--- src/rtl/spims_defs.vh ---
// constants for the byte-wide serial master/slave port
`ifndef SPIMS_DEFS_VH
`define SPIMS_DEFS_VH

// register indexes; byte address is four times the index
`define SPIMS_CTRL_IDX 6'h0A
`define SPIMS_STAT_IDX 6'h0B
`define SPIMS_DATA_IDX 6'h0C

// decoded register selects
`define SPIMS_SEL_NONE 2'h0
`define SPIMS_SEL_CTRL 2'h1
`define SPIMS_SEL_STAT 2'h2
`define SPIMS_SEL_DATA 2'h3

// control register field positions
`define SPIMS_C_IRQ_EN 7
`define SPIMS_C_PORT_EN 6
`define SPIMS_C_MASTER 4
`define SPIMS_C_CLOCK_POLARITY_BIT 3
`define SPIMS_C_CLOCK_PHASE_BIT 2
`define SPIMS_C_RATE_HI 1
`define SPIMS_C_RATE_LO 0

// status register field positions
`define SPIMS_S_DONE 7
`define SPIMS_S_WRITE_COLLISION_FLAG 6
`define SPIMS_S_MODE_FAULT_FLAG 4

// reset values
`define SPIMS_CTRL_RST 8'h00
`define SPIMS_BYTE_RST 8'h00

// bits in one transfer, last bit counter value
`define SPIMS_LAST_BIT 3'h7

// rate codes 00/01/10/11 divide pclk by 2/4/16/32;
// terminal counts of one half period of the serial clock
`define SPIMS_HALF_DIV2 4'h0
`define SPIMS_HALF_DIV4 4'h1
`define SPIMS_HALF_DIV16 4'h7
`define SPIMS_HALF_DIV32 4'hF

`endif

--- src/rtl/spims_rate_div.v ---
// half-period tick generator for the master serial clock
`timescale 1ns/1ns
`include "spims_defs.vh"

module spims_rate_div #(
    parameter CW = 4
) (
    // clock and reset
    input wire pclk,
    input wire presetn,
    // control
    input wire run,
    input wire [1:0] rate,
    // half-period strobe
    output wire tick
);

    reg [CW-1:0] cnt_ff; // pclk cycles in this half period
    reg [CW-1:0] term; // terminal count for chosen rate

    // terminal count per rate code
    always @* begin
        case (rate)
            2'h0: term = `SPIMS_HALF_DIV2;
            2'h1: term = `SPIMS_HALF_DIV4;
            2'h2: term = `SPIMS_HALF_DIV16;
            2'h3: term = `SPIMS_HALF_DIV32;
            default: term = `SPIMS_HALF_DIV2;
        endcase
    end

    assign tick = run & (cnt_ff == term);

    // counter restarts whenever the clock is idle
    always @(posedge pclk or negedge presetn) begin
        if (!presetn) begin
            cnt_ff <= {CW{1'h0}};
        end else if (!run || tick) begin
            cnt_ff <= {CW{1'h0}};
        end else begin
            cnt_ff <= cnt_ff + {{(CW-1){1'h0}}, 1'h1};
        end
    end

endmodule // spims_rate_div

--- src/rtl/spims_top.v ---
// byte-wide serial master/slave port with apb registers
`timescale 1ns/1ns
`include "spims_defs.vh"

module spims_top #(
    parameter AW = 8
) (
    // apb clock and reset
    input wire pclk,
    input wire presetn,
    // apb slave
    input wire psel,
    input wire penable,
    input wire pwrite,
    input wire [AW-1:0] paddr,
    input wire [31:0] pwdata,
    output wire [31:0] prdata,
    output wire pready,
    output wire pslverr,
    // slave select input
    input wire ss_n,
    // serial clock pin
    input wire sck_in,
    output wire sck_out,
    output wire sck_oe,
    // master-out data pin
    input wire mosi_in,
    output wire mosi_out,
    output wire mosi_oe,
    // master-in data pin
    input wire miso_in,
    output wire miso_out,
    output wire miso_oe,
    // interrupt request
    output wire irq
);

    // map a bus address onto one of the three registers
    function [1:0] reg_sel;
        input [AW-1:0] addr;
        begin
            reg_sel = `SPIMS_SEL_NONE;
            if (addr[1:0] == 2'h0) begin
                case (addr[7:2])
                    `SPIMS_CTRL_IDX: reg_sel = `SPIMS_SEL_CTRL;
                    `SPIMS_STAT_IDX: reg_sel = `SPIMS_SEL_STAT;
                    `SPIMS_DATA_IDX: reg_sel = `SPIMS_SEL_DATA;
                    default: reg_sel = `SPIMS_SEL_NONE;
                endcase
            end
        end
    endfunction

    // control register fields
    reg irq_en_ff; // interrupt enable
    reg port_en_ff; // port enable
    reg master_ff; // master select
    reg clock_polarity_bit_ff; // idle clock level
    reg clock_phase_bit_ff; // clock phase
    reg [1:0] rate_ff; // master rate select

    // status flags and clearing-sequence arms
    reg done_ff; // transfer done flag
    reg write_collision_flag_ff; // write collision flag
    reg mode_fault_flag_ff; // mode fault flag
    reg stat_seen_ff; // status read while done/write_collision_flag set
    reg mode_fault_flag_seen_ff; // status read while mode_fault_flag set

    // transfer engine
    reg [7:0] shr_ff; // shift register
    reg [7:0] rbuf_ff; // received byte buffer
    reg out_ff; // bit on the outgoing data line
    reg busy_ff; // byte in progress
    reg [2:0] cnt_ff; // completed bit cycles
    reg sck_ff; // generated master clock
    reg sck_prev_ff; // last sampled slave clock
    reg [31:0] prdata_ff; // read data for access phase

    // bus decode
    wire [1:0] sel; // addressed register
    wire acc; // access phase of a mapped transfer
    wire wr_acc; // write access
    wire rd_acc; // read access
    wire ctrl_wr; // control write
    wire stat_rd; // status read
    wire data_acc; // data read or write
    wire data_wr; // data write

    // mode and edges
    wire mst_on; // enabled master
    wire slv_on; // enabled and selected slave
    wire fault; // another master pulls select low
    wire tick; // half period of master clock
    wire run; // master clock running
    wire din; // incoming data bit
    wire m_lead; // master leading clock edge
    wire m_trail; // master trailing clock edge
    wire s_lead; // slave leading clock edge
    wire s_trail; // slave trailing clock edge
    wire lead; // leading edge either mode
    wire trail; // trailing edge either mode
    wire samp; // capture incoming bit
    wire shift; // drive next outgoing bit
    wire last; // end of eighth bit cycle
    wire collide; // data write during a transfer
    wire inhibit; // data write held off by done flag
    wire load; // accepted data write
    wire [7:0] rx_byte; // byte to place in read buffer

    assign sel = reg_sel(paddr);
    assign acc = psel & penable & (sel != `SPIMS_SEL_NONE);
    assign wr_acc = acc & pwrite;
    assign rd_acc = acc & ~pwrite;
    assign ctrl_wr = wr_acc & (sel == `SPIMS_SEL_CTRL);
    assign stat_rd = rd_acc & (sel == `SPIMS_SEL_STAT);
    assign data_acc = acc & (sel == `SPIMS_SEL_DATA);
    assign data_wr = data_acc & pwrite;

    // zero wait states; unmapped addresses answer with an error
    assign pready = 1'h1;
    assign pslverr = psel & penable & (sel == `SPIMS_SEL_NONE);
    assign prdata = prdata_ff;

    // master mode only while enabled; a low select while master is set is a fault
    assign mst_on = port_en_ff & master_ff;
    assign slv_on = port_en_ff & ~master_ff & ~ss_n;
    assign fault = master_ff & ~ss_n;

    // rate divider only runs in master mode
    assign run = mst_on & busy_ff;

    spims_rate_div #(
        .CW(4)
    ) u_rate_div (
        .pclk(pclk),
        .presetn(presetn),
        .run(run),
        .rate(rate_ff),
        .tick(tick)
    );

    // master samples the far slave, slave samples the master
    assign din = master_ff ? miso_in : mosi_in;

    // master edges come from its own divided clock
    assign m_lead = run & tick & (sck_ff == clock_polarity_bit_ff);
    assign m_trail = run & tick & (sck_ff != clock_polarity_bit_ff);

    // slave edges come from the pin, only while selected
    assign s_lead = slv_on & (sck_in != clock_polarity_bit_ff)
        & (sck_prev_ff == clock_polarity_bit_ff);
    assign s_trail = slv_on & (sck_in == clock_polarity_bit_ff)
        & (sck_prev_ff != clock_polarity_bit_ff);

    assign lead = m_lead | s_lead;
    assign trail = m_trail | s_trail;

    // phase picks which edge samples and which shifts
    assign samp = clock_phase_bit_ff ? trail : lead;
    assign shift = clock_phase_bit_ff ? lead : trail;

    // eighth trailing edge closes the byte
    assign last = trail & busy_ff & (cnt_ff == `SPIMS_LAST_BIT);

    // phase one samples on the closing edge, so fold that bit in
    assign rx_byte = clock_phase_bit_ff ? {shr_ff[6:0], din} : shr_ff;

    // writes during a byte, or to a selected phase-zero slave
    assign collide = data_wr & (busy_ff | (slv_on & ~clock_phase_bit_ff));
    // writes wait until status has been read after completion
    assign inhibit = done_ff & ~stat_seen_ff;
    assign load = data_wr & ~collide & ~inhibit & ~fault;

    // read data is captured in the setup phase
    always @(posedge pclk or negedge presetn) begin
        if (!presetn) begin
            prdata_ff <= 32'h00000000;
        end else if (psel && !penable && !pwrite) begin
            case (sel)
                `SPIMS_SEL_CTRL: begin
                    prdata_ff <= {24'h000000, irq_en_ff, port_en_ff,
                        1'h0, master_ff, clock_polarity_bit_ff, clock_phase_bit_ff, rate_ff};
                end
                `SPIMS_SEL_STAT: begin
                    prdata_ff <= {24'h000000, done_ff, write_collision_flag_ff,
                        1'h0, mode_fault_flag_ff, 4'h0};
                end
                `SPIMS_SEL_DATA: begin
                    prdata_ff <= {24'h000000, rbuf_ff};
                end
                default: begin
                    prdata_ff <= 32'h00000000;
                end
            endcase
        end
    end

    // control register; a mode fault overrides a write
    always @(posedge pclk or negedge presetn) begin
        if (!presetn) begin
            irq_en_ff <= 1'h0;
            port_en_ff <= 1'h0;
            master_ff <= 1'h0;
            clock_polarity_bit_ff <= 1'h0;
            clock_phase_bit_ff <= 1'h0;
            rate_ff <= 2'h0;
        end else begin
            if (ctrl_wr) begin
                irq_en_ff <= pwdata[`SPIMS_C_IRQ_EN];
                port_en_ff <= pwdata[`SPIMS_C_PORT_EN];
                master_ff <= pwdata[`SPIMS_C_MASTER];
                clock_polarity_bit_ff <= pwdata[`SPIMS_C_CLOCK_POLARITY_BIT];
                clock_phase_bit_ff <= pwdata[`SPIMS_C_CLOCK_PHASE_BIT];
                rate_ff <= pwdata[`SPIMS_C_RATE_HI:`SPIMS_C_RATE_LO];
            end
            // fault: drop to slave and disconnect the pins
            if (fault) begin
                master_ff <= 1'h0;
                port_en_ff <= 1'h0;
            end
        end
    end

    // status flags; a new event wins over its clear
    always @(posedge pclk or negedge presetn) begin
        if (!presetn) begin
            done_ff <= 1'h0;
            write_collision_flag_ff <= 1'h0;
            mode_fault_flag_ff <= 1'h0;
            stat_seen_ff <= 1'h0;
            mode_fault_flag_seen_ff <= 1'h0;
        end else begin
            // done: set at byte end, cleared by status then data
            if (last) begin
                done_ff <= 1'h1;
            end else if (data_acc && stat_seen_ff) begin
                done_ff <= 1'h0;
            end
            // collision: set on blocked write, same clear sequence
            if (collide) begin
                write_collision_flag_ff <= 1'h1;
            end else if (data_acc && stat_seen_ff) begin
                write_collision_flag_ff <= 1'h0;
            end
            // arm only when the returned status showed a flag up
            if (stat_rd && (prdata_ff[`SPIMS_S_DONE] ||
                prdata_ff[`SPIMS_S_WRITE_COLLISION_FLAG])) begin
                stat_seen_ff <= 1'h1;
            end else if (data_acc) begin
                stat_seen_ff <= 1'h0;
            end
            // mode fault: cleared by status read then control write
            if (fault) begin
                mode_fault_flag_ff <= 1'h1;
            end else if (ctrl_wr && mode_fault_flag_seen_ff) begin
                mode_fault_flag_ff <= 1'h0;
            end
            if (stat_rd && prdata_ff[`SPIMS_S_MODE_FAULT_FLAG]) begin
                mode_fault_flag_seen_ff <= 1'h1;
            end else if (ctrl_wr) begin
                mode_fault_flag_seen_ff <= 1'h0;
            end
        end
    end

    // transfer state: busy flag and bit counter
    always @(posedge pclk or negedge presetn) begin
        if (!presetn) begin
            busy_ff <= 1'h0;
            cnt_ff <= 3'h0;
        end else if (fault || !port_en_ff) begin
            // disabled or faulted: abandon any byte
            busy_ff <= 1'h0;
            cnt_ff <= 3'h0;
        end else if (!master_ff && ss_n) begin
            // deselected slave drops a partial byte
            busy_ff <= 1'h0;
            cnt_ff <= 3'h0;
        end else if (last) begin
            busy_ff <= 1'h0;
            cnt_ff <= 3'h0;
        end else begin
            // master starts on an accepted write
            if (load && master_ff) begin
                busy_ff <= 1'h1;
            end
            // slave starts on the first clock edge
            if (s_lead) begin
                busy_ff <= 1'h1;
            end
            if (trail && busy_ff) begin
                cnt_ff <= cnt_ff + 3'h1;
            end
        end
    end

    // shift register and received byte buffer
    always @(posedge pclk or negedge presetn) begin
        if (!presetn) begin
            shr_ff <= `SPIMS_BYTE_RST;
            rbuf_ff <= `SPIMS_BYTE_RST;
        end else begin
            if (load) begin
                // parallel load from the bus
                shr_ff <= pwdata[7:0];
            end else if (samp && (busy_ff || s_lead)) begin
                // msb leaves first, new bit enters at lsb
                shr_ff <= {shr_ff[6:0], din};
            end
            if (last) begin
                rbuf_ff <= rx_byte;
            end
        end
    end

    // outgoing data bit
    always @(posedge pclk or negedge presetn) begin
        if (!presetn) begin
            out_ff <= 1'h0;
        end else if (load) begin
            // phase zero needs the msb before the first edge
            out_ff <= pwdata[7];
        end else if (shift) begin
            out_ff <= shr_ff[7];
        end else if (!busy_ff) begin
            // idle: keep the msb ready for a selected slave
            out_ff <= shr_ff[7];
        end
    end

    // master clock generator; idles at the polarity level
    always @(posedge pclk or negedge presetn) begin
        if (!presetn) begin
            sck_ff <= 1'h0;
        end else if (!run) begin
            sck_ff <= clock_polarity_bit_ff;
        end else if (tick) begin
            sck_ff <= ~sck_ff;
        end
    end

    // previous slave clock level for edge detection
    always @(posedge pclk or negedge presetn) begin
        if (!presetn) begin
            sck_prev_ff <= 1'h0;
        end else begin
            sck_prev_ff <= sck_in;
        end
    end

    // pins: master drives clock and mosi, slave drives miso
    assign sck_out = sck_ff;
    assign sck_oe = mst_on;
    assign mosi_out = out_ff;
    assign mosi_oe = mst_on;
    assign miso_out = out_ff;
    assign miso_oe = port_en_ff & ~master_ff & ~ss_n;

    // interrupt on done or mode fault when enabled
    assign irq = irq_en_ff & (done_ff | mode_fault_flag_ff);

endmodule // spims_top

--- config.mk ---
export PLATFORM = sky130hd
export DESIGN_NAME = spims_top
export DESIGN_NICKNAME = d
export VERILOG_FILES = /design/src/rtl/spims_rate_div.v /design/src/rtl/spims_top.v
export VERILOG_INCLUDE_DIRS = /design/src /design/src/rtl
export SDC_FILE = /design/constraint.sdc
export NUM_CORES = 1
export LEC_CHECK = 0
export BUFFER_PORTS_ARGS = -buffer_cell sky130_fd_sc_hd__buf_2
export CAP_MARGIN = 20
export CORE_ASPECT_RATIO = 2
export CORE_MARGIN = 8
export CORE_UTILIZATION = 51
export DETAILED_ROUTE_END_ITERATION = 8
export HOLD_SLACK_MARGIN = 0.15
export PLACE_DENSITY_LB_ADDON = 0.1
export REMOVE_ABC_BUFFERS = 1
export SLEW_MARGIN = 20
export SYNTH_ARGS = -nofsm -noshare
export SYNTH_HDL_FRONTEND = slang
export SYNTH_SLANG_ARGS = --single-unit
--- constraint.sdc ---
create_clock -name pclk -period 3.26 [get_ports pclk]
set_clock_uncertainty 0.2 [all_clocks]
set_input_delay 0.326 -clock pclk [delete_from_list [all_inputs] [get_ports pclk]]
set_output_delay 0.326 -clock pclk [all_outputs]
set_load 0.005 [all_outputs]
==> qor.csv, run 1 <==
stage;metric;value;unit
outcome;status;finished clean;
finish;multi-input gate area in the final layout;1330;um^2
place;gpl congestion;0.782;
worst_setup_path;WP data required;3.26;ns
drt;DR WL/cell;15.2;um
clock_network;CTS H-Tree Depth;2;
worst_setup_path;Critical Path End Type;flip-flop;
global_route;pin count of the biggest net entering global routing;48;
sta;Max-slew headroom;59.4;%
finish;ANT cells;0;
die;chip width;67.3;um
power;pwr dens;338;nW/um^2
finish;# fillers;496;
clock_network;Post-CTS Resized;0;
power;maximum vdd drop;373;uV
drt;drt first pass iters;4;
finish;FF+latch area;1180;um^2
logic_synthesis;yosys warns;0;
logic_synthesis;most common cell in the netlist;dfrtp_1;
finish;post-route cell area;3050;um^2
power;Clock Power Share;33.5;%
clock_network;post-CTS setup buffer count;0;
power;Pint;0.000773;W
sta;fmax;375;MHz
clock_network;Clk Tree Root Cell;clkbuf_8;
sta;Slew @ Worst Pin;0.608;ns
power;switching part of the total power;24.9;%
logic_synthesis;Yosys top cell area share;43.9;%
die;IO Count;90;
logic_synthesis;#FFs+latches synth;47;
logic_synthesis;post-synthesis cell type count;44;
global_route;remaining global-route overflow;0;
logic_synthesis;average cell area after synthesis;9.57;um^2
drt;vias per cell;5.29;
sta;Final Critical Period;2.67;ns
global_route;initial antenna violation count;0;
logic_synthesis;asr flop ratio synth;100;%
clock_network;Clock Latency Late Sink;0.31;ns
power;LEAKAGE;1.52;nW
min_path;worst hold path type;in -> reg;
place;DP Wirelength;4620;um
place;placed inst area;2830;um^2
worst_setup_path;WP data arrival;2.66;ns
sta;Setup Viol. Count Final;0;
die;CORE AREA;5090;um^2
drt;Vias;2065;
power;register share of total power;58.1;%
logic_synthesis;Post-Synthesis Cell Area;2680;um^2
global_route;GRT Overall Usage;15.5;%
die;die height;119;um
logic_synthesis;ys flop type;dfrtp_1;
power;Final Power;0.00103;W
sta;Final TNS setup;0;ns
global_route;global-route wire length before repair;9600;um
drt;DRC;0;
place;# port buffers;40;
job;Max Cap Viol;0;
drt;Post-Route WL;5920;um
clock_network;Num CTS Buffers;5;
sta;Slew Limit Fails;0;
logic_synthesis;Seq/Total Area, Yosys;43.9;%
clock_network;clk slew on worst S/H paths;0.09;ns
finish;area grow syn2layout;13.7;%
clock_network;Clock Tree Buf Depth;2;
power;Gate power share;8.4;%
power;Net Switching;0.000256;W
place;pre-CTS setup slack;0.615;ns
sta;Fin. Hold Viols;0;
global_route;vias in the first global route;2097;
logic_synthesis;synth top area cells;dfrtp_1 44%, mux2i_1 9.0%, buf_4 7.6%;
die;area of the die;7970;um^2
sta;Tcrit/Tclk final;81.8;%
finish;fin nets;384;
die;Initial Util;52.6;%
worst_setup_path;critical path type;in -> reg;
clock_network;CTS tree;done;
logic_synthesis;EDFF count, synth;0;
sta;RSZ-0062 raised after global routing;false;
logic_synthesis;Post-synth top cells;47 x dfrtp_1, 30 x nand2_1, 28 x nor2_1;
worst_setup_path;crit path max fanout;4;
worst_setup_path;kind of start point of the critical path;input port;
clock_network;CTS Hold Bufs;13;
drt;Detail Route Antenna Nets;0;
drt;DR iter-0 viols;87;
sta;final worst slack;0.594;ns
logic_synthesis;Mapped Cells;280;
clock_network;total clock sinks;47;
finish;share of post-route cells with drive strength above 1;20.8;%
die;number of cell rows;37;
logic_synthesis;cell taking the most area after synthesis;dfrtp_1;
-- layer usage --
layer | GRT usage [%] | vias to the layer above | share of wire (%)
met5 | 0 | - | 0
met2 | 28.5 | 53 | 56
met3 | 3.41 | 9 | 5.3
met4 | 8.30 | 0 | 2.4
li1 | - | 1020 | -
met1 | 15.0 | 983 | 36
-- power by group through the flow --
stage | registers [W] | clock network (W) | logic [W]
floorplan | 0.000607 | 0 | 0.0000353
global placement | 0.000609 | 0 | 0.0000738
detailed placement | 0.000610 | 0 | 0.0000752
CTS | 0.000598 | 0.000360 | 0.0000865
global route | 0.000599 | 0.000377 | 0.0000983
finish | 0.000598 | 0.000345 | 0.0000867
-- final timing paths --
| path | from | depth (start not counted) | slack, ns | end |
|---|---|---|---|---|
| worst max-delay path | ss_n | 8 | 0.59 | shr_ff[0] |
| worst min register to register | write_collision_flag_ff | 2 | 0.28 | write_collision_flag_ff |
| max in group asynchronous | presetn | 2 | 2.08 | irq_en_ff |
| worst min-delay path | paddr[2] | 3 | 0.17 | stat_seen_ff |
| worst max register to register | rate_ff[1] | 6 | 0.62 | shr_ff[0] |
| min in group asynchronous | presetn | 2 | 0.37 | prdata[1] |
-- critical path, stage by stage --
cell           delay [ns]
dlygate4sd3_1        0.52
buf_2                0.14
or3b_1               0.41
a21oi_1              0.32
a211oi_1             0.15
o2bb2ai_4            0.21
mux2_4               0.31
mux2_1               0.28
-- per-stage QoR --
stage,cells,hold slack (ns),util (%)
4_1_cts,390,0.159,59.8
3_5_place_dp,370,0.261,55.6
5_1_grt,390,0.173,59.8
6_report,390,0.169,59.8
2_1_floorplan,268,-0.170,-
3_3_place_gp,370,0.257,55.6
-- cell families after synthesis --
group	synth area share, %
simple gates	17.9
buf+inv	9.57
compound gates	11.4
flops	43.9
mux	13.3
fa+ha+maj	1.40
other cells	0.280
xor+xnor	2.29
-- cells in the final DEF, fill, tap and decap left out, drive strengths merged, types with 4 or more instances in the layout --
| master | Yosys | layout |
|---|---|---|
| a21oi | 19 | 19 |
| buf | 31 | 44 |
| clkbuf | 4 | 5 |
| conb | 2 | 25 |
| dfrtp | 47 | 47 |
| dlygate4sd3 | 0 | 13 |
| inv | 5 | 5 |
| mux2 | 10 | 10 |
| mux2i | 24 | 24 |
| nand2 | 30 | 30 |
| nand3 | 10 | 10 |
| nor2 | 28 | 28 |
| nor3 | 4 | 4 |
| o21ai | 20 | 20 |
| or3b | 5 | 5 |
| xor2 | 4 | 4 |
-- final cells by class --
cell class | instances | share of cell area [%]
multi-input combinational | 216 | 43.8
clock inverter | 2 | 0.452
tap | 58 | 2.38
clock buffer | 5 | 2.26
sequential | 47 | 38.6
inverter | 5 | 0.616
timing repair buffer | 57 | 11.9
-- registers in the layout, indices dropped and copies added, names as in the netlist --
name,cells
prdata,8
rbuf_ff,8
shr_ff,8
u_rate_div.cnt_ff,4
cnt_ff,3
rate_ff,2
busy_ff,1
clock_phase_bit_ff,1
clock_polarity_bit_ff,1
done_ff,1
irq_en_ff,1
master_ff,1
miso_out,1
mode_fault_flag_ff,1
mode_fault_flag_seen_ff,1
port_en_ff,1
sck_out,1
sck_prev_ff,1
stat_seen_ff,1
write_collision_flag_ff,1
(Power assumes the default switching activity.)
==> run 2: changes to the inputs <==
- CORE_UTILIZATION: 51 -> 46
- clock period: 3.26 -> 2.45 ns (I/O delays scaled with it)
==> qor.csv, run 2 (synthesis gave the netlist of run 1 again) <==
stage;metric;value;unit;change
outcome;status;finished clean;;unchanged
die;number of cell rows;39;;was 37
sta;Setup Viol. Count Final;0;;unchanged
clock_network;Num CTS Buffers;5;;unchanged
worst_setup_path;WP data required;2.42;ns;was 3.26 ns
place;DP Wirelength;4930;um;was 4620 um
global_route;GRT Overall Usage;15.3;%;was 15.5%
min_path;Hold Crit Depth;4;;was 3
finish;post-route cell area;3350;um^2;was 3050 um^2
global_route;initial antenna violation count;0;;unchanged
worst_setup_path;crit path buf inv count;0;;was 2
drt;vias per cell;5.21;;was 5.29
global_route;global-route wire length before repair;10700;um;was 9600 um
global_route;vias in the first global route;2287;;was 2,097
worst_setup_path;R2R Path Start;u_rate_div.cnt_ff[3];;was rate_ff[1]
worst_setup_path;delay-heaviest family, CP;simple AND/OR/NAND/NOR gates;;was compound AO/OA/AOI/OAI gates
die;CORE AREA;5660;um^2;was 5090 um^2
worst_setup_path;Critical Path End Type;flip-flop;;unchanged
worst_setup_path;critical path type;reg -> reg;;was in -> reg
die;chip width;70.0;um;was 67.3 um
job;Max Cap Viol;0;;unchanged
die;area of the die;8670;um^2;was 7970 um^2
sta;Final Critical Period;2.41;ns;
worst_setup_path;WP data arrival;2.38;ns;was 2.66 ns
drt;DR iter-0 viols;68;;was 87
sta;Tcrit/Tclk final;98.2;%;
die;IO Count;90;;unchanged
finish;commonest non-fill, non-tap cell in the layout;dfrtp_1;;unchanged
worst_setup_path;Worst R2R Path Depth;6;;unchanged
drt;Vias;2153;;was 2,065
die;die height;124;um;was 119 um
clock_network;clk slew on worst S/H paths;0.06;ns;was 0.09 ns
worst_setup_path;CP max-delay cell;or4_4;;was dlygate4sd3_1
sta;Max-slew headroom;65.9;%;was 59.4%
clock_network;total clock sinks;47;;unchanged
min_path;Hold Crit Endpoint;prdata[4];;was stat_seen_ff
finish;# fillers;521;;was 496
power;pwr dens;502;nW/um^2;was 338 nW/um^2
place;# port buffers;40;;unchanged
sta;Final TNS setup;0;ns;unchanged
drt;DRC;0;;unchanged
sta;Slew Limit Fails;0;;unchanged
global_route;remaining global-route overflow;0;;unchanged
clock_network;CTS H-Tree Depth;2;;unchanged
finish;Final Non-Filler Cells;413;;was 390
sta;final worst slack;0.0443;ns;was 0.594 ns
place;placed inst area;2980;um^2;was 2830 um^2
sta;Slew @ Worst Pin;0.507;ns;was 0.608 ns
min_path;worst hold path type;in -> reg;;unchanged
worst_setup_path;crit path max fanout;4;;unchanged
drt;drt first pass iters;4;;unchanged
drt;DR WL/cell;15.5;um;was 15.2 um
finish;fin nets;404;;was 384
worst_setup_path;kind of start point of the critical path;flip-flop;;was input port
place;Placed Instances;390;;was 370
place;gpl congestion;0.802;;was 0.782
finish;commonest non-fill, non-tap cells in the layout;47 x dfrtp_1, 40 x buf_2, 30 x nand2_1, 28 x nor2_1, 25 x conb_1;;was 47 x dfrtp_1, 39 x buf_2, 30 x nand2_1, 28 x nor2_1, 25 x conb_1
power;maximum vdd drop;498;uV;was 373 uV
clock_network;CTS tree;done;;unchanged
finish;ANT cells;0;;unchanged
drt;Detail Route Antenna Nets;0;;unchanged
finish;share of post-route cells with drive strength above 1;25.9;%;was 20.8%
die;Initial Util;47.3;%;was 52.6%
worst_setup_path;CP peak stage delay;0.61;ns;was 0.52 ns
power;LEAKAGE;1.66;nW;was 1.52 nW
clock_network;Clock Tree Buf Depth;2;;unchanged
sta;Fin. Hold Viols;0;;unchanged
min_path;Min-Delay Startpoint;penable;;was paddr[2]
sta;fmax;416;MHz;
sta;RSZ-0062 raised after global routing;true;;was false
worst_setup_path;FF-to-FF setup slack;0.04;ns;was 0.62 ns
place;pre-CTS setup slack;-0.0887;ns;was 0.615 ns
finish;area grow syn2layout;25.0;%;was 13.7%
worst_setup_path;reg2reg end;shr_ff[0];;unchanged
global_route;pin count of the biggest net entering global routing;48;;unchanged
worst_setup_path;worst path cell trace;or4_4 > o22ai_4 > a211o_2 > o2bb2ai_4 > mux2_4 > mux2_1;;was dlygate4sd3_1 > buf_2 > or3b_1 > a21oi_1 > a211oi_1 > o2bb2ai_4 > mux2_4 > mux2_1
drt;Post-Route WL;6400;um;was 5920 um
clock_network;Clk Tree Root Cell;clkbuf_16;;was clkbuf_8
clock_network;Clock Latency Late Sink;0.29;ns;was 0.31 ns
[run 2: cell types whose count changed in the layout (fill, tap and decap cells not counted), sizes merged]
| cell | change |
|---|---|
| buf | +18 |
| clkinv | -2 |
| dlygate4sd3 | +2 |
| bufinv | +1 |
| clkbuf | +1 |
[run 2: worst max path at each step]
stage                         startpoint   endpoint  slack (ns)  cells past startpoint
detailed placement            rate_ff[1]  shr_ff[0]       -0.09                      6
floorplan                     rate_ff[1]  shr_ff[0]       -0.08                      6
global route        u_rate_div.cnt_ff[3]  shr_ff[0]       -0.04                      6
CTS                           rate_ff[1]  shr_ff[0]       0.007                      6
global placement              rate_ff[1]  shr_ff[0]       -0.06                      6
finish              u_rate_div.cnt_ff[3]  shr_ff[0]        0.04                      6
[run 2: what timing repair did]
| action | CTS | global route |
|---|---|---|
| buffers inserted | 1 | 0 |
| endpoints found under the setup margin | 5 | 14 |
| hold buffers | 15 | 0 |
| pin swaps | 2 | 5 |
| gates resized for setup | 3 | 6 |
| hold endpoints to repair | 70 | 0 |
| cloned | 0 | 0 |
[run 2: through the flow]
step	hold slack [ns]	total power (W)	util, %
6_report	0.162	0.00168	59.2
5_1_grt	0.201	0.00174	59.2
4_1_cts	0.151	0.00170	58.5
3_5_place_dp	0.0514	0.000921	52.6
3_3_place_gp	0.0535	0.000919	52.6
2_1_floorplan	-0.251	0.000854	-
[run 2: final cells by class]
class,count,area (um^2),share of cell area [%]
repair buffers,77,528,15.8
flip-flops and latches,47,1180,35.1
clock inverters,1,30.0,0.896
clock buffers,6,129,3.85
well taps,61,76.3,2.28
multi-input cells,216,1390,41.6
inverters,5,18.8,0.560
[run 2: power by group]
group	internal [W]	switching, W
logic	0.0000605	0.0000772
clock network	0.000476	0.000277
registers	0.000784	0.00000720
[run 2: routing by layer]
metal	GRT usage, %	vias to the layer above	share of wire (%)
met1	14.0	1030	36
met3	4.39	9	5.2
li1	-	1065	-
met4	7.33	0	2.0
met2	29.7	49	57
met5	0	-	0
[run 2: worst min-delay path: stages]
cell and delay (ns):
buf_2 0.10, nor2_1 0.05, nand3_1 0.12, o21ai_0 0.09
==> run 3: changes to the inputs <==
- CORE_UTILIZATION: 46 -> 47
- CTS_BUF_LIST: unset -> sky130_fd_sc_hd__clkbuf_4
==> qor.csv, run 3 (synthesis gave the netlist of run 1 again) <==
stage;metric;value;unit;change
drt;DR WL/cell;15.0;um;was 15.5 um
worst_setup_path;reg2reg end;shr_ff[0];;unchanged
sta;Setup Viol. Count Final;0;;unchanged
clock_network;Num CTS Buffers;5;;unchanged
power;switching part of the total power;24.5;%;was 21.5%
global_route;GRT Overall Usage;14.4;%;was 15.3%
worst_setup_path;delay-heaviest family, CP;simple AND/OR/NAND/NOR gates;;unchanged
finish;commonest non-fill, non-tap cell in the layout;dfrtp_1;;unchanged
drt;DR iter-0 viols;105;;was 68
worst_setup_path;crit path max fanout;4;;unchanged
global_route;initial antenna violation count;0;;unchanged
place;DP Wirelength;4620;um;was 4930 um
finish;multi-input gate area in the final layout;1410;um^2;was 1390 um^2
worst_setup_path;Crit path depth;6;;unchanged
global_route;global-route wire length before repair;10200;um;was 10,700 um
finish;fin util;58.8;%;was 59.2%
sta;fmax;416;MHz;about the same
drt;DRC;0;;unchanged
power;pwr dens;395;nW/um^2;was 502 nW/um^2
worst_setup_path;most used cell, CP;mux2_4;;
sta;Fin. Hold Viols;0;;unchanged
power;Gate power share;11.1;%;was 8.2%
worst_setup_path;WP data arrival;2.46;ns;was 2.38 ns
clock_network;Clock Latency Late Sink;0.36;ns;was 0.29 ns
sta;Final Critical Period;2.41;ns;about the same
place;placed inst area;2960;um^2;was 2980 um^2
power;Net Switching;0.000319;W;was 0.000362 W
worst_setup_path;WP data required;2.51;ns;was 2.42 ns
worst_setup_path;critical path type;reg -> reg;;unchanged
finish;commonest non-fill, non-tap cells in the layout;47 x dfrtp_1, 40 x buf_2, 30 x nand2_1, 28 x nor2_1, 25 x conb_1;;unchanged
job;Max Cap Viol;0;;unchanged
power;Clock Power Share;28.2;%;was 44.8%
finish;ANT cells;0;;unchanged
worst_setup_path;CP startpoint;rate_ff[1];;was u_rate_div.cnt_ff[3]
sta;Slew Limit Fails;0;;unchanged
min_path;worst hold path type;in -> reg;;unchanged
clock_network;clk slew on worst S/H paths;0.12;ns;was 0.06 ns
global_route;remaining global-route overflow;0;;unchanged
power;maximum vdd drop;344;uV;was 498 uV
worst_setup_path;CP endpoint;shr_ff[0];;unchanged
die;IO Count;90;;unchanged
finish;fin nets;408;;was 404
worst_setup_path;Worst R2R Path Depth;6;;unchanged
worst_setup_path;CP max-delay cell;or4_4;;unchanged
global_route;vias in the first global route;2145;;was 2,287
global_route;pin count of the biggest net entering global routing;48;;unchanged
place;pre-CTS setup slack;-0.0496;ns;was -0.0887 ns
die;chip width;69.4;um;was 70.0 um
sta;Max-slew headroom;60.2;%;was 65.9%
drt;Vias;2123;;was 2,153
power;Pint;0.000984;W;was 0.00132 W
worst_setup_path;R2R Path Start;rate_ff[1];;was u_rate_div.cnt_ff[3]
sta;final worst slack;0.0444;ns;was 0.0443 ns
finish;# fillers;501;;was 521
sta;Final Hold Slack;0.171;ns;was 0.162 ns
drt;Detail Route Antenna Nets;0;;unchanged
die;number of cell rows;39;;unchanged
clock_network;total clock sinks;47;;unchanged
sta;Slew @ Worst Pin;0.598;ns;was 0.507 ns
clock_network;CTS H-Tree Depth;2;;unchanged
power;LEAKAGE;1.63;nW;was 1.66 nW
sta;Final TNS setup;0;ns;unchanged
worst_setup_path;Critical Path End Type;flip-flop;;unchanged
sta;Tcrit/Tclk final;98.2;%;about the same
die;die height;123;um;was 124 um
place;# port buffers;40;;unchanged
drt;drt first pass iters;4;;unchanged
worst_setup_path;kind of start point of the critical path;flip-flop;;unchanged
worst_setup_path;crit path buf inv count;0;;unchanged
clock_network;CTS tree;done;;unchanged
worst_setup_path;FF-to-FF setup slack;0.04;ns;about the same
die;CORE AREA;5610;um^2;was 5660 um^2
finish;area grow syn2layout;23.0;%;was 25.0%
finish;post-route cell area;3300;um^2;was 3350 um^2
clock_network;Clk Tree Root Cell;clkbuf_4;;was clkbuf_16
die;Initial Util;47.8;%;was 47.3%
finish;FF+latch area;1180;um^2;unchanged
finish;share of post-route cells with drive strength above 1;26.6;%;was 25.9%
drt;Post-Route WL;6260;um;was 6400 um
outcome;status;finished clean;;unchanged
power;register share of total power;60.7;%;was 47.0%
worst_setup_path;CP peak stage delay;0.61;ns;about the same
die;area of the die;8520;um^2;was 8670 um^2
clock_network;Clock Tree Buf Depth;2;;unchanged
place;gpl congestion;0.885;;was 0.802
drt;vias per cell;5.08;;was 5.21
worst_setup_path;worst path cell trace;or4_4 > nor4_4 > a211oi_2 > o2bb2ai_4 > mux2_4 > mux2_4;;was or4_4 > o22ai_4 > a211o_2 > o2bb2ai_4 > mux2_4 > mux2_1
run 3: cell types whose count changed in the layout (fill, tap and decap cells not counted), sizes merged:
cell / previous run / this run
clkinv: 0 / 1
buf: 62 / 61
clkbuf: 6 / 7
bufinv: 1 / 0
dlygate4sd3: 15 / 20
run 3: final cells by class:
type | count | share of cell area [%]
clock inverter | 1 | 0.152
clock buffer | 7 | 1.59
sequential | 47 | 35.7
multi-input combinational | 216 | 42.8
timing repair buffer | 81 | 16.9
tap | 61 | 2.31
inverter | 5 | 0.569
run 3: worst reg2reg max path, stage by stage, from the launching register on:
cell	delay, ns
dfrtp_1	0.40
or4_4	0.61
nor4_4	0.26
a211oi_2	0.10
o2bb2ai_4	0.18
mux2_4	0.31
mux2_4	0.25
run 3: how the worst min path moves through the flow:
stage                     startpoint                      end  slack (ns)  cells past startpoint
after CTS                   paddr[6]             stat_seen_ff        0.16                      4
after global routing        paddr[7]             stat_seen_ff        0.18                      4
final                       paddr[7]             stat_seen_ff        0.17                      4
after global placement       presetn  mode_fault_flag_seen_ff        0.17                      2
after floorplan              presetn                  busy_ff       -0.25                      0
after detailed placement     presetn             stat_seen_ff        0.18                      2
run 3: repair_timing:
item | in CTS | in global routing
resized for setup | 6 | 6
pin swaps | 4 | 7
endpoints found under the hold margin | 75 | 0
hold buffers | 20 | 0
buffers inserted | 0 | 1
endpoints found under the setup margin | 2 | 3
run 3: routing by layer:
layer,wire [um],global-route usage (%)
met2,3370,25.9
met3,231,3.32
met1,2570,15.7
met4,100,6.45
met5,0,0
run 3: power by group through the flow:
stage                     Combinational (W)  Sequential [W]  Clock (W)
after global placement             0.000111        0.000805          0
after detailed placement           0.000115        0.000805          0
after CTS                          0.000141        0.000790   0.000385
after global routing               0.000161        0.000791   0.000410
final                              0.000145        0.000790   0.000368
after floorplan                   0.0000470        0.000807          0
run 3: metrics by stage:
stage / std cells / power (W)
global route: 418 / 0.00136
floorplan: 268 / 0.000854
CTS: 417 / 0.00132
finish: 418 / 0.00130
detailed placement: 389 / 0.000919
global placement: 389 / 0.000915
